### src/rtl/ecpin_pkg.sv
package ecpin_pkg;
	localparam int CLK_HZ = 25000000;
	localparam int LAMP_MS = 80;
	localparam int LAMP_CYCLES = (CLK_HZ / 1000) * LAMP_MS;
	localparam int WORD_ADDR_W = 7;
	localparam int HOST_DATA_W = 16;
	localparam int GP_PINS = 3;
	// word address of the first register location; below it lie the data fifo ports
	localparam logic [6:0] FIFO_TOP_ADDR = 7'h20;
	localparam logic [6:0] ENDIAN_TEST_ADDR = 7'h32;
	localparam logic [31:0] ENDIAN_TEST_VALUE = 32'h87654321;
	localparam int LAMP_SPEED = 0;
	localparam int LAMP_LINK = 1;
	localparam int LAMP_DUPLEX = 2;
	localparam logic SPEED_STRAP_RST = 1'b0;
	localparam logic EXT_PHY_STRAP_RST = 1'b0;

	typedef enum logic [1:0] {
		ECPIN_GP_INPUT = 2'h0,
		ECPIN_GP_PUSH_PULL = 2'h1,
		ECPIN_GP_OPEN_DRAIN = 2'h2,
		ECPIN_GP_LED = 2'h3
	} ecpin_gp_mode_t;

	typedef enum logic [1:0] {
		ECPIN_PROM_NORMAL = 2'h0,
		ECPIN_PROM_GPO = 2'h1,
		ECPIN_PROM_MON_EN = 2'h2,
		ECPIN_PROM_MON_CLK = 2'h3
	} ecpin_prom_mode_t;

	typedef enum logic [2:0] {
		ECPIN_LA_ON = 3'h1,
		ECPIN_LA_OFF = 3'h2,
		ECPIN_LA_HOLD = 3'h4
	} ecpin_la_state_t;
endpackage

### src/rtl/ecpin_host_if.sv
// one taken host access, from the strobe front end to the word packer
interface ecpin_host_if;
	logic rd_pulse;
	logic wr_pulse;
	logic fifo_hit;
	logic [6:0] addr;
	logic [15:0] wdata;
	modport src (output rd_pulse, output wr_pulse, output fifo_hit, output addr, output wdata);
	modport dst (input rd_pulse, input wr_pulse, input fifo_hit, input addr, input wdata);
endinterface

### src/rtl/ecpin_strobe.sv
// turns the sram-like strobes into one-cycle access pulses
module ecpin_strobe
	import ecpin_pkg::*;
(
	input wire logic core_clk,
	input wire logic reset_n,
	input wire logic chip_select_n,
	input wire logic read_strobe_n,
	input wire logic write_strobe_n,
	input wire logic fifo_window_sel,
	input wire logic [6:0] word_addr,
	input wire logic [15:0] host_wdata,
	ecpin_host_if.src acc
);
	logic rd_q_ff;
	logic wr_q_ff;
	logic rd_now;
	logic wr_now;

	assign rd_now = !chip_select_n && !read_strobe_n;
	assign wr_now = !chip_select_n && !write_strobe_n;

	always_ff @(posedge core_clk or negedge reset_n) begin
		if (!reset_n) begin
			rd_q_ff <= 1'b0;
			wr_q_ff <= 1'b0;
		end else begin
			rd_q_ff <= rd_now;
			wr_q_ff <= wr_now;
		end
	end

	// a write is taken on its trailing edge, when the host data has settled
	assign acc.rd_pulse = rd_now && !rd_q_ff;
	assign acc.wr_pulse = !wr_now && wr_q_ff;
	assign acc.fifo_hit = fifo_window_sel || (word_addr < FIFO_TOP_ADDR);
	assign acc.addr = fifo_window_sel ? {5'h00, word_addr[1:0]} : word_addr;
	assign acc.wdata = host_wdata;
endmodule

### src/rtl/ecpin_lamp.sv
// link and activity lamp: off-on flash with a guaranteed lit gap
module ecpin_lamp
	import ecpin_pkg::*;
#(
	parameter int HOLD_CYCLES = LAMP_CYCLES
)
(
	input wire logic core_clk,
	input wire logic reset_n,
	input wire logic link_up,
	input wire logic activity,
	output logic lamp_n
);
	ecpin_la_state_t state_ff;
	logic [31:0] cnt_ff;
	logic done;

	assign done = cnt_ff == 32'(HOLD_CYCLES - 1);

	always_ff @(posedge core_clk or negedge reset_n) begin
		if (!reset_n) begin
			state_ff <= ECPIN_LA_ON;
			cnt_ff <= 32'h0;
		end else begin
			case (state_ff)
				ECPIN_LA_ON: begin
					cnt_ff <= 32'h0;
					if (link_up && activity) begin
						state_ff <= ECPIN_LA_OFF;
					end
				end
				ECPIN_LA_OFF: begin
					cnt_ff <= done ? 32'h0 : cnt_ff + 32'h1;
					if (done) begin
						state_ff <= ECPIN_LA_HOLD;
					end
				end
				ECPIN_LA_HOLD: begin
					cnt_ff <= done ? 32'h0 : cnt_ff + 32'h1;
					if (done) begin
						state_ff <= ECPIN_LA_ON;
					end
				end
				default: begin
					state_ff <= ECPIN_LA_ON;
					cnt_ff <= 32'h0;
				end
			endcase
		end
	end

	// lit (low) only with a link and outside the dark half of a flash
	assign lamp_n = !(link_up && state_ff != ECPIN_LA_OFF);
endmodule

### src/rtl/ecpin_top.sv
// pin level glue: host port, straps, wake, lamps, general pins, mii and mgmt pins
module ecpin_top
#(
	parameter int LAMP_HOLD_CYCLES = ecpin_pkg::LAMP_CYCLES
)
(
	input wire logic core_clk,
	input wire logic reset_n,
	input wire logic chip_select_n,
	input wire logic read_strobe_n,
	input wire logic write_strobe_n,
	input wire logic fifo_window_sel,
	input wire logic [6:0] word_addr,
	input wire logic [15:0] host_data_in,
	output logic [15:0] host_data_out,
	output logic host_data_oe,
	input wire logic big_endian,
	output logic [31:0] word_wdata,
	output logic word_wr,
	output logic word_rd,
	output logic word_fifo,
	output logic [6:0] word_addr_out,
	input wire logic [31:0] word_rdata,
	input wire logic reduced_power,
	output logic asleep,
	output logic read_done,
	input wire logic [1:0] irq_sources,
	input wire logic [1:0] irq_enable,
	input wire logic irq_active_high,
	input wire logic irq_open_drain,
	output logic irq_out,
	output logic irq_oe,
	input wire logic wake_event,
	input wire logic wake_enable,
	input wire logic wake_active_high,
	input wire logic wake_open_drain,
	output logic wake_indicator,
	output logic wake_indicator_oe,
	input wire logic speed_strap,
	output logic strap_speed_100,
	output logic strap_autoneg,
	output logic strap_full_duplex,
	input wire logic [1:0] prom_data_mode,
	input wire logic [1:0] prom_clock_mode,
	input wire logic output_only_bit_a,
	input wire logic output_only_bit_b,
	input wire logic prom_select_req,
	input wire logic prom_data_drive,
	input wire logic prom_data_out_val,
	input wire logic prom_clock_val,
	input wire logic int_tx_en,
	input wire logic int_tx_clk,
	input wire logic int_rx_dv,
	input wire logic int_rx_clk,
	input wire logic serial_prom_data_in,
	output logic serial_prom_data_out,
	output logic serial_prom_data_oe,
	output logic serial_prom_clock,
	output logic serial_prom_select_n,
	output logic prom_data_read,
	input wire logic [5:0] gp_mode,
	input wire logic [2:0] gp_out_val,
	input wire logic [2:0] gp_pin_in,
	output logic [2:0] gp_pin_out,
	output logic [2:0] gp_pin_oe,
	output logic [2:0] gp_in_val,
	input wire logic link_up,
	input wire logic speed_100,
	input wire logic autoneg_busy,
	input wire logic full_duplex,
	input wire logic activity,
	input wire logic ext_phy_sel,
	input wire logic [3:0] mac_txd,
	input wire logic mac_tx_en,
	output logic [3:0] mii_txd,
	output logic mii_tx_en,
	input wire logic mgmt_port_select,
	input wire logic mgmt_clock_val,
	input wire logic mgmt_data_drive,
	input wire logic mgmt_data_val,
	input wire logic mgmt_data_pin_in,
	output logic mgmt_data_pin_out,
	output logic mgmt_data_pin_oe,
	output logic mgmt_clock_pin,
	output logic mgmt_data_read,
	output logic external_phy_strap
);
	import ecpin_pkg::*;

	ecpin_host_if acc ();
	logic asleep_ff;
	logic read_done_ff;
	logic half_ff;
	logic [15:0] low_half_ff;
	logic [31:0] rd_word_ff;
	logic rst_seen_ff;
	logic [15:0] nxt_rdata;
	logic wr_ok;
	logic led_lamp_n;
	logic [2:0] lamp_n;
	logic irq_level;
	logic wake_level;

	function automatic logic [15:0] ecpin_swap(input logic [15:0] v, input logic be);
		ecpin_swap = be ? {v[7:0], v[15:8]} : v;
	endfunction

	////////////////////////////////////////////////////////////////
	// host port

	ecpin_strobe u_strobe (
		.core_clk(core_clk),
		.reset_n(reset_n),
		.chip_select_n(chip_select_n),
		.read_strobe_n(read_strobe_n),
		.write_strobe_n(write_strobe_n),
		.fifo_window_sel(fifo_window_sel),
		.word_addr(word_addr),
		.host_wdata(host_data_in),
		.acc(acc.src)
	);

	// writes are dead until a read has been seen since reset or wake
	assign wr_ok = acc.wr_pulse && read_done_ff && !asleep_ff;

	always_ff @(posedge core_clk or negedge reset_n) begin
		if (!reset_n) begin
			asleep_ff <= 1'b0;
		end else if (asleep_ff && acc.wr_pulse) begin
			asleep_ff <= 1'b0;
		end else if (reduced_power && !asleep_ff) begin
			asleep_ff <= 1'b1;
		end
	end

	always_ff @(posedge core_clk or negedge reset_n) begin
		if (!reset_n) begin
			read_done_ff <= 1'b0;
		end else if (acc.rd_pulse) begin
			read_done_ff <= 1'b1;
		end else if (asleep_ff) begin
			read_done_ff <= 1'b0;
		end
	end

	// the word pairs from two halves; bit 1 of the byte address picks the half
	always_ff @(posedge core_clk or negedge reset_n) begin
		if (!reset_n) begin
			half_ff <= 1'b0;
			low_half_ff <= 16'h0000;
			word_wdata <= 32'h0;
			word_wr <= 1'b0;
			word_fifo <= 1'b0;
			word_addr_out <= 7'h00;
		end else begin
			word_wr <= 1'b0;
			if (wr_ok && !acc.addr[0]) begin
				low_half_ff <= ecpin_swap(acc.wdata, big_endian);
				half_ff <= 1'b1;
			end else if (wr_ok && acc.addr[0]) begin
				word_wdata <= {ecpin_swap(acc.wdata, big_endian), low_half_ff};
				word_wr <= half_ff;
				word_fifo <= acc.fifo_hit;
				word_addr_out <= {acc.addr[6:1], 1'b0};
				half_ff <= 1'b0;
			end
		end
	end

	always_ff @(posedge core_clk or negedge reset_n) begin
		if (!reset_n) begin
			word_rd <= 1'b0;
			rd_word_ff <= 32'h0;
		end else begin
			word_rd <= acc.rd_pulse && !acc.addr[0];
			if (acc.rd_pulse && !acc.addr[0]) begin
				rd_word_ff <= word_rdata;
			end
		end
	end

	always_comb begin
		nxt_rdata = acc.addr[0] ? rd_word_ff[31:16] : word_rdata[15:0];
		nxt_rdata = ecpin_swap(nxt_rdata, big_endian);
	end

	always_ff @(posedge core_clk or negedge reset_n) begin
		if (!reset_n) begin
			host_data_out <= 16'h0000;
			host_data_oe <= 1'b0;
		end else begin
			host_data_out <= nxt_rdata;
			host_data_oe <= !chip_select_n && !read_strobe_n;
		end
	end

	assign asleep = asleep_ff;
	assign read_done = read_done_ff;

	////////////////////////////////////////////////////////////////
	// interrupt and wake pins; open drain only ever drives the active level, released when inactive

	assign irq_level = |(irq_sources & irq_enable);
	assign wake_level = wake_enable && wake_event;

	always_ff @(posedge core_clk or negedge reset_n) begin
		if (!reset_n) begin
			irq_out <= 1'b0;
			irq_oe <= 1'b0;
			wake_indicator <= 1'b0;
			wake_indicator_oe <= 1'b0;
		end else begin
			irq_out <= irq_level == irq_active_high;
			irq_oe <= !irq_open_drain || irq_level;
			wake_indicator <= wake_level == wake_active_high;
			wake_indicator_oe <= !wake_open_drain || wake_level;
		end
	end

	////////////////////////////////////////////////////////////////
	// straps: speed and phy caught on the first clock after release, held until reset; full duplex strap held low

	always_ff @(posedge core_clk or negedge reset_n) begin
		if (!reset_n) begin
			rst_seen_ff <= 1'b0;
			strap_speed_100 <= SPEED_STRAP_RST;
			strap_autoneg <= SPEED_STRAP_RST;
			strap_full_duplex <= 1'b0;
			external_phy_strap <= EXT_PHY_STRAP_RST;
		end else begin
			rst_seen_ff <= 1'b1;
			strap_full_duplex <= 1'b0;
			if (!rst_seen_ff) begin
				strap_speed_100 <= speed_strap;
				strap_autoneg <= speed_strap;
				external_phy_strap <= mgmt_data_pin_in;
			end
		end
	end

	////////////////////////////////////////////////////////////////
	// serial prom pins

	always_ff @(posedge core_clk or negedge reset_n) begin
		if (!reset_n) begin
			serial_prom_select_n <= 1'b1;
			serial_prom_data_out <= 1'b0;
			serial_prom_data_oe <= 1'b0;
			serial_prom_clock <= 1'b0;
			prom_data_read <= 1'b0;
		end else begin
			serial_prom_select_n <= !(prom_select_req && prom_data_mode == ECPIN_PROM_NORMAL
				&& prom_clock_mode == ECPIN_PROM_NORMAL);
			prom_data_read <= (prom_data_mode == ECPIN_PROM_NORMAL) ? serial_prom_data_in : 1'b0;
			case (prom_data_mode)
				ECPIN_PROM_GPO: serial_prom_data_out <= output_only_bit_a;
				ECPIN_PROM_MON_EN: serial_prom_data_out <= int_tx_en;
				ECPIN_PROM_MON_CLK: serial_prom_data_out <= int_tx_clk;
				default: serial_prom_data_out <= prom_data_out_val;
			endcase
			serial_prom_data_oe <= (prom_data_mode != ECPIN_PROM_NORMAL) || prom_data_drive;
			case (prom_clock_mode)
				ECPIN_PROM_GPO: serial_prom_clock <= output_only_bit_b;
				ECPIN_PROM_MON_EN: serial_prom_clock <= int_rx_dv;
				ECPIN_PROM_MON_CLK: serial_prom_clock <= int_rx_clk;
				default: serial_prom_clock <= prom_clock_val;
			endcase
		end
	end

	////////////////////////////////////////////////////////////////
	// lamps and general pins

	ecpin_lamp #(
		.HOLD_CYCLES(LAMP_HOLD_CYCLES)
	) u_lamp (
		.core_clk(core_clk),
		.reset_n(reset_n),
		.link_up(link_up),
		.activity(activity),
		.lamp_n(led_lamp_n)
	);

	assign lamp_n[LAMP_SPEED] = link_up && !speed_100 && !autoneg_busy;
	assign lamp_n[LAMP_LINK] = led_lamp_n;
	assign lamp_n[LAMP_DUPLEX] = !(link_up && full_duplex);

	genvar gi;
	generate
		for (gi = 0; gi < GP_PINS; gi++) begin : g_gp
			ecpin_gp_mode_t mode;
			assign mode = ecpin_gp_mode_t'(gp_mode[2 * gi +: 2]);
			always_ff @(posedge core_clk or negedge reset_n) begin
				if (!reset_n) begin
					gp_pin_out[gi] <= 1'b0;
					gp_pin_oe[gi] <= 1'b0;
					gp_in_val[gi] <= 1'b0;
				end else begin
					gp_in_val[gi] <= gp_pin_in[gi];
					gp_pin_out[gi] <= 1'b0;
					case (mode)
						ECPIN_GP_PUSH_PULL: begin
							gp_pin_out[gi] <= gp_out_val[gi];
							gp_pin_oe[gi] <= 1'b1;
						end
						ECPIN_GP_OPEN_DRAIN: gp_pin_oe[gi] <= !gp_out_val[gi];
						ECPIN_GP_LED: gp_pin_oe[gi] <= !lamp_n[gi];
						default: gp_pin_oe[gi] <= 1'b0;
					endcase
				end
			end
		end
	endgenerate

	////////////////////////////////////////////////////////////////
	// external mii and management pins

	always_ff @(posedge core_clk or negedge reset_n) begin
		if (!reset_n) begin
			mii_txd <= 4'h0;
			mii_tx_en <= 1'b0;
			mgmt_data_pin_out <= 1'b0;
			mgmt_data_pin_oe <= 1'b0;
			mgmt_clock_pin <= 1'b0;
			mgmt_data_read <= 1'b0;
		end else begin
			mii_txd <= ext_phy_sel ? mac_txd : 4'h0;
			mii_tx_en <= ext_phy_sel && mac_tx_en;
			mgmt_data_pin_out <= mgmt_data_val;
			mgmt_data_pin_oe <= mgmt_port_select && mgmt_data_drive;
			mgmt_clock_pin <= mgmt_port_select && mgmt_clock_val;
			mgmt_data_read <= mgmt_port_select ? mgmt_data_pin_in : 1'b0;
		end
	end
endmodule

### config.mk
export PLATFORM = sky130hd
export DESIGN_NAME = ecpin_top
export DESIGN_NICKNAME = d
export VERILOG_FILES = /design/src/rtl/ecpin_pkg.sv /design/src/rtl/ecpin_host_if.sv /design/src/rtl/ecpin_strobe.sv /design/src/rtl/ecpin_lamp.sv /design/src/rtl/ecpin_top.sv
export SDC_FILE = /design/constraint.sdc
export NUM_CORES = 1
export LEC_CHECK = 0
export ABC_CLOCK_PERIOD_IN_PS = 2400
export BUFFER_PORTS_ARGS = -buffer_cell sky130_fd_sc_hd__buf_2
export CORE_ASPECT_RATIO = 0.9
export CORE_MARGIN = 5
export CORE_UTILIZATION = 31
export CTS_CLUSTER_DIAMETER = 60
export DETAILED_ROUTE_END_ITERATION = 10
export SETUP_SLACK_MARGIN = 0.3
export SYNTH_ARGS = -nofsm -noshare
export SYNTH_HDL_FRONTEND = slang
export SYNTH_SLANG_ARGS = --single-unit
### constraint.sdc
create_clock -name core_clk -period 2.4 [get_ports core_clk]
set_input_delay 0.6 -clock core_clk [delete_from_list [all_inputs] [get_ports core_clk]]
set_output_delay 0.6 -clock core_clk [all_outputs]
set_load 0.01 [all_outputs]
After elaboration in Yosys (flattened, before gate mapping)
Index checks and enable logic that the tools add are counted.
Storage, ports and cells
  register bits: 175
  word-level logic and storage cells: 152
  output and inout bits: 92
Cells by class
  order comparisons: 1
  add/subtract/negate cells: 1
  eq/ne operators: 25
  reduce and logical (&&, ||, !) cells: 52
  multiplexer cells: 29
  bitwise logic cells: 2
Operators by type and width (number)
  two-way mux 32 bit: 2
  two-way mux 16 bit: 3
  adder 32 x 1 -> 32 bit, second input constant: 1
  equality test 32 x 21 -> 1 bit, second input constant: 1
  logical AND 1 bit: 22
  equality test 2 bit, second input constant: 10
  zero test 1 bit: 16
  case mux 1 bit (3 select lines): 5
  two-way mux 1 bit: 13
  equality test 2 x 1 -> 1 bit, second input constant: 5
  two-way mux 3 bit: 3
  case mux 3 bit (3 select lines): 1
  nonzero test 2 bit: 4
  less-than comparator 7 x 6 -> 1 bit, second input constant: 1
  two-way mux 7 bit: 1
  inequality test 2 x 1 -> 1 bit, second input constant: 3
  zero test 2 bit: 2
  logical OR 1 bit: 4
  two-way mux 4 bit: 1
  OR reduction 2 bit: 2
  equality test 3 x 1 -> 1 bit, second input constant: 1
  equality test 3 x 2 -> 1 bit, second input constant: 1
  equality test 3 bit, second input constant: 1
  inequality test 3 x 2 -> 1 bit, second input constant: 1
  other kinds (5): 6

Logic depth before layout (Yosys ltp)
  depth after elaboration: 9
  mapped depth: 7
  gate-level depth less buffers: 6

Cells and area by module
A second synthesis with hierarchy kept.
Unflattened totals
  cell total of the unflattened synthesis: 506
  area total of the unflattened synthesis: 6977.9 µm²
Modules (own cells, without submodules)
  ecpin_top: area each 4938.5 µm², cells each 291, sequential area each 3079.2 µm², times used 1
  ecpin_lamp: area each 1795.5 µm², cells each 185, sequential area each 877.1 µm², times used 1
  ecpin_strobe: area each 244.0 µm², cells each 30, sequential area each 50.0 µm², times used 1

Worst setup path before layout
No wires, ideal clock.
  kind: input to register
  start: in word_addr[0]
  end: reg rd_word_ff[23]
  stages on the path: 4
  required time: 2.275 ns
  slack: 0.432 ns
  data arrival time: 1.843 ns
  cell sequence: buf_2 > nor4_4 > buf_4 > mux2_2
On the way
  word-level cells in the longest chain between the ends: 3
RTL lines
  start: declaration: RTL line ecpin_top.sv:13  | input wire logic [6:0] word_addr,
  two-way mux 7 bit: RTL line ecpin_strobe.sv:37  | assign acc.addr = fifo_window_sel ? {5'h00, word_addr[1:0]} : word_addr;
  zero test 1 bit: RTL line ecpin_top.sv:176  | if (acc.rd_pulse && !acc.addr[0]) begin
  logical AND 1 bit: RTL line ecpin_top.sv:176
  end signal: assignment: RTL line ecpin_top.sv:177  | rd_word_ff <= word_rdata;
  end: declaration: RTL line ecpin_top.sv:95  | logic [31:0] rd_word_ff;
Every way passes these cells.
A chain may end at the register's enable or synchronous reset.

Final worst setup path
  start: reg u_lamp.cnt_ff[26]
  end: reg u_lamp.state_ff[2]
On the way
  word-level cells in the longest chain between the ends: 3
RTL lines
  start: declaration: RTL line ecpin_lamp.sv:15  | logic [31:0] cnt_ff;
  start signal: assignment: RTL line ecpin_lamp.sv:33  | cnt_ff <= done ? 32'h0 : cnt_ff + 32'h1;
  start signal: assignment: RTL line ecpin_lamp.sv:39  | cnt_ff <= done ? 32'h0 : cnt_ff + 32'h1;
  equality test 32 x 21 -> 1 bit (*): RTL line ecpin_lamp.sv:18  | assign done = cnt_ff == 32'(HOLD_CYCLES - 1);
  inequality test 2 x 1 -> 1 bit (no line)
  AND reduction 3 bit (no line) (*)
  end signal: assignment: RTL line ecpin_lamp.sv:22  | state_ff <= ECPIN_LA_ON;
  end signal: assignment: RTL line ecpin_lamp.sv:29  | state_ff <= ECPIN_LA_OFF;
  end signal: assignment: RTL line ecpin_lamp.sv:35  | state_ff <= ECPIN_LA_HOLD;
  end: declaration: RTL line ecpin_lamp.sv:14  | ecpin_la_state_t state_ff;
Mark *: on every way between the ends. The rest lies on a longest branch, timed or not.

==> results.md <==
- Core ar.: between 20000 and 25000 um2
- CTS tree: yes
- Rel. slew slack: a little under three fifths
- Warnings from Yosys: 0
- Pwr Density: approximately 760 nW/um2
- Placed cell area: about 8100 um2
- DRT Pass-1 Iters: 4
- Die ar.: approximately 25000 um2
- Synth area leaders: dfrtp_1 (59%), mux4_2 (6.1%), mux2_2 (5.2%)
- F_max: just over 0.5 GHz
- Average size of a mapped cell: roughly 12 um2
- Die Y: approximately 150 um
- Final Total Pwr: around 0.0066 W
- Overflow after GRT: 0
- Post-Route WL: 15300 um
- Register Area: roughly 4000 um2
- Clock transition at path regs: 80 ps
- TNS Setup: 0 ps
- Post-synth top flop: dfrtp_1
- R2R Setup Slk: approximately 460 ps
- Max-slew violations: 0
- Layout cells sized above 1: between 40% and 50%
- Cell Count, Final, Fillers Out: 1054
- HP Class: in -> async
- CTS H-Tree Depth: 4
- Number of diodes: 0
- Crit path max-delay family: simple AND/OR/NAND/NOR gates
- Initial antenna violation count: 0
- WL/cell: between 10 and 15 um
- Post-Syn Area: 6680 um2
- Die X: around 160 um
- RSZ-0062 raised after global routing: false
- DRC Markers: 0
- Via count: approximately 4800
- Post-synth top area share: 58.8%
- IO Pins: around 210
- Slew @ Worst Pin: approximately 630 ps
- Leak: ~4.3 nW
- Nets: roughly 870
- Crit path buffers/inverters: 0
- Reg-to-Reg Start: u_lamp.cnt_ff[26]
- Critical path fanouts, max: 5
- Sequential share of the synthesized area: around 60%
- Max IR drop VDD: ~0.44 mV
- Synth-to-layout area growth: 29.6%
- Multi-input logic area: about 2600 um2
- EDFF count, synth: 0
- Synthesized netlist cell count: ~540
- Vias in the first global route: 4919
- Filler cells: about 2100
- Drt initial violations: approximately 160
- Depth of the worst register-to-register path: 5
- Dpl cells: about 1000
- Worst Skew: ~13 ps
- Clock Latency Late Sink: 420 ps
- # port buffers: 206
- CTS Buf Count: 17
- ANT nets after route: 0
- Setup ws final: roughly 460 ps
- #FFs+latches synth: about 160
- Crit Path Category: reg -> reg
- Arr. time, crit path: about 2300 ps
- Capturing point of the worst reg2reg path: u_lamp.state_ff[2]
- Root Buffer: clkbuf_16
- CP peak stage delay: 470 ps
- Hold Vio Cnt, Final: 0
- Synth area leader: dfrtp_1
- Bufs on Longest Clock Path: 2
- Setup WS pre-CTS: 432 ps
- Startpoint type of the worst setup path: register
- GRT Resource Usage Total: between 10% and 20%
- Initial core utilization: between 30% and 40%
- Max Cap Viol: 0
- Most frequent cells after synthesis: dfrtp_1 (157), nor2_1 (66), nand2_1 (37), mux2_2 (31), xor2_1 (24)
- Core Rows: 51
- Design area: about 8700 um2
- Worst-path cell chain: nor4_1, nand4_1, nor4_4, mux2_2, nor2_1
- Hold buffers post-CTS: 0
- Largest net degree at the start of global routing: 63
- Drt via density: ~4.5
- CTS sink count: 159
- CP endpoint kind: register
- Ys async rst share: 100%
- Detailed placement HPWL: 11100 um
- Final Setup Violations: 0
- Count of different cell masters after synthesis: 45
- CP max-delay cell: nor4_4
- GP Congestion: approximately 0.77
- Min Tclk post-route: 1940 ps
- WP data required: approximately 2800 ps
- Outcome: completed
- Crit share post-route: between 80% and 90%
- Most common cell in the netlist: dfrtp_1
- First-pass GRT wire length: between 20000 and 25000 um
==> worst max path at each step <==
stage | startpoint | to | slack (ps) | depth (start not counted)
2_1_floorplan | word_addr[0] | rd_word_ff[23] | 430 | 4
3_3_place_gp | u_lamp.cnt_ff[27] | u_lamp.cnt_ff[28] | 480 | 5
3_5_place_dp | u_lamp.cnt_ff[24] | u_lamp.cnt_ff[7] | 430 | 5
4_1_cts | u_lamp.cnt_ff[24] | u_lamp.cnt_ff[13] | 420 | 5
5_1_grt | u_lamp.cnt_ff[24] | u_lamp.state_ff[2] | 330 | 5
6_report | u_lamp.cnt_ff[26] | u_lamp.state_ff[2] | 460 | 5
==> where the power goes <==
| group | switching, W | total, W | internal [W] |
|---|---|---|---|
| clock network | 0.00117 | 0.00265 | 0.00147 |
| registers | 0.000142 | 0.00312 | 0.00298 |
| logic | 0.000402 | 0.000812 | 0.000409 |
| total | 0.00172 | 0.00658 | 0.00486 |
==> cells by family (layout without fill, tap and decap cells) <==
group | count (synthesis) | after routing | share of synthesized area [%]
adder cells (fa/ha/maj) | 1 | 1 | 0.187
XOR/XNOR | 32 | 32 | 4.19
other | 2 | 3 | 0.112
AND/OR/NAND/NOR | 188 | 188 | 14.6
buffers and inverters | 32 | 256 | 2.43
flip-flops | 159 | 159 | 59.6
AO/OA/AOI/OAI | 53 | 54 | 4.40
multiplexers | 70 | 70 | 14.5
==> metal layers <==
metal	track usage [%]	share of wire, %	up-vias
li1	-	-	2303
met1	16.0	43	2349
met2	19.6	47	128
met3	6.33	8.9	10
met4	3.41	0.92	0
met5	0	0	-
==> flip-flops by register name, summed over array words and instances, names as in the netlist, 4 cells and up <==
register,cells
low_half_ff,16
word_wdata,32
u_lamp.cnt_ff,32
mii_txd,4
word_addr_out,6
host_data_out,16
rd_word_ff,16
==> area by class of cell <==
cell class,count,share of cell area (%)
Sequential cell,159,46.0
Multi-Input combinational cell,348,29.6
Timing Repair Buffer,215,13.2
Clock buffer,18,4.96
Tap cell,291,4.20
Clock inverter,14,1.69
Inverter,9,0.390
==> stage by stage <==
step	hold WS, ps	utilization, %
floorplan	304	-
global placement	457	37.6
detailed placement	466	37.6
CTS	98.0	40.3
global route	109	40.4
finish	97.9	40.4
==> repair_timing <==
item | in CTS | in global routing
endpoints found under the setup margin | 0 | 30
resized for setup | 0 | 1
buffers inserted | 0 | 0
==> cell usage in the layout (no fill, tap or decap), types with 3 or more instances in the layout <==
master / netlist / layout
dfrtp_1: 157 / 157
nand3_1: 21 / 21
a21oi_1: 22 / 22
nor4_4: 3 / 3
inv_6: 0 / 3
xnor2_1: 8 / 8
nand4b_1: 3 / 3
mux2_1: 5 / 5
inv_8: 0 / 5
nor3_1: 5 / 5
nand4_1: 12 / 12
and2_1: 10 / 10
nor2_1: 66 / 65
clkbuf_16: 0 / 17
nor4_1: 7 / 7
mux4_2: 18 / 18
nand2_1: 37 / 37
buf_2: 4 / 205
buf_12: 0 / 3
nor3b_1: 3 / 3
mux2i_1: 16 / 16
and3_1: 4 / 4
mux2_2: 31 / 31
o21ai_0: 23 / 23
conb_1: 2 / 3
nand2b_1: 8 / 8
buf_4: 4 / 6
xor2_1: 24 / 24
inv_1: 9 / 9
No activity file was read; power rests on OpenSTA's default activity.
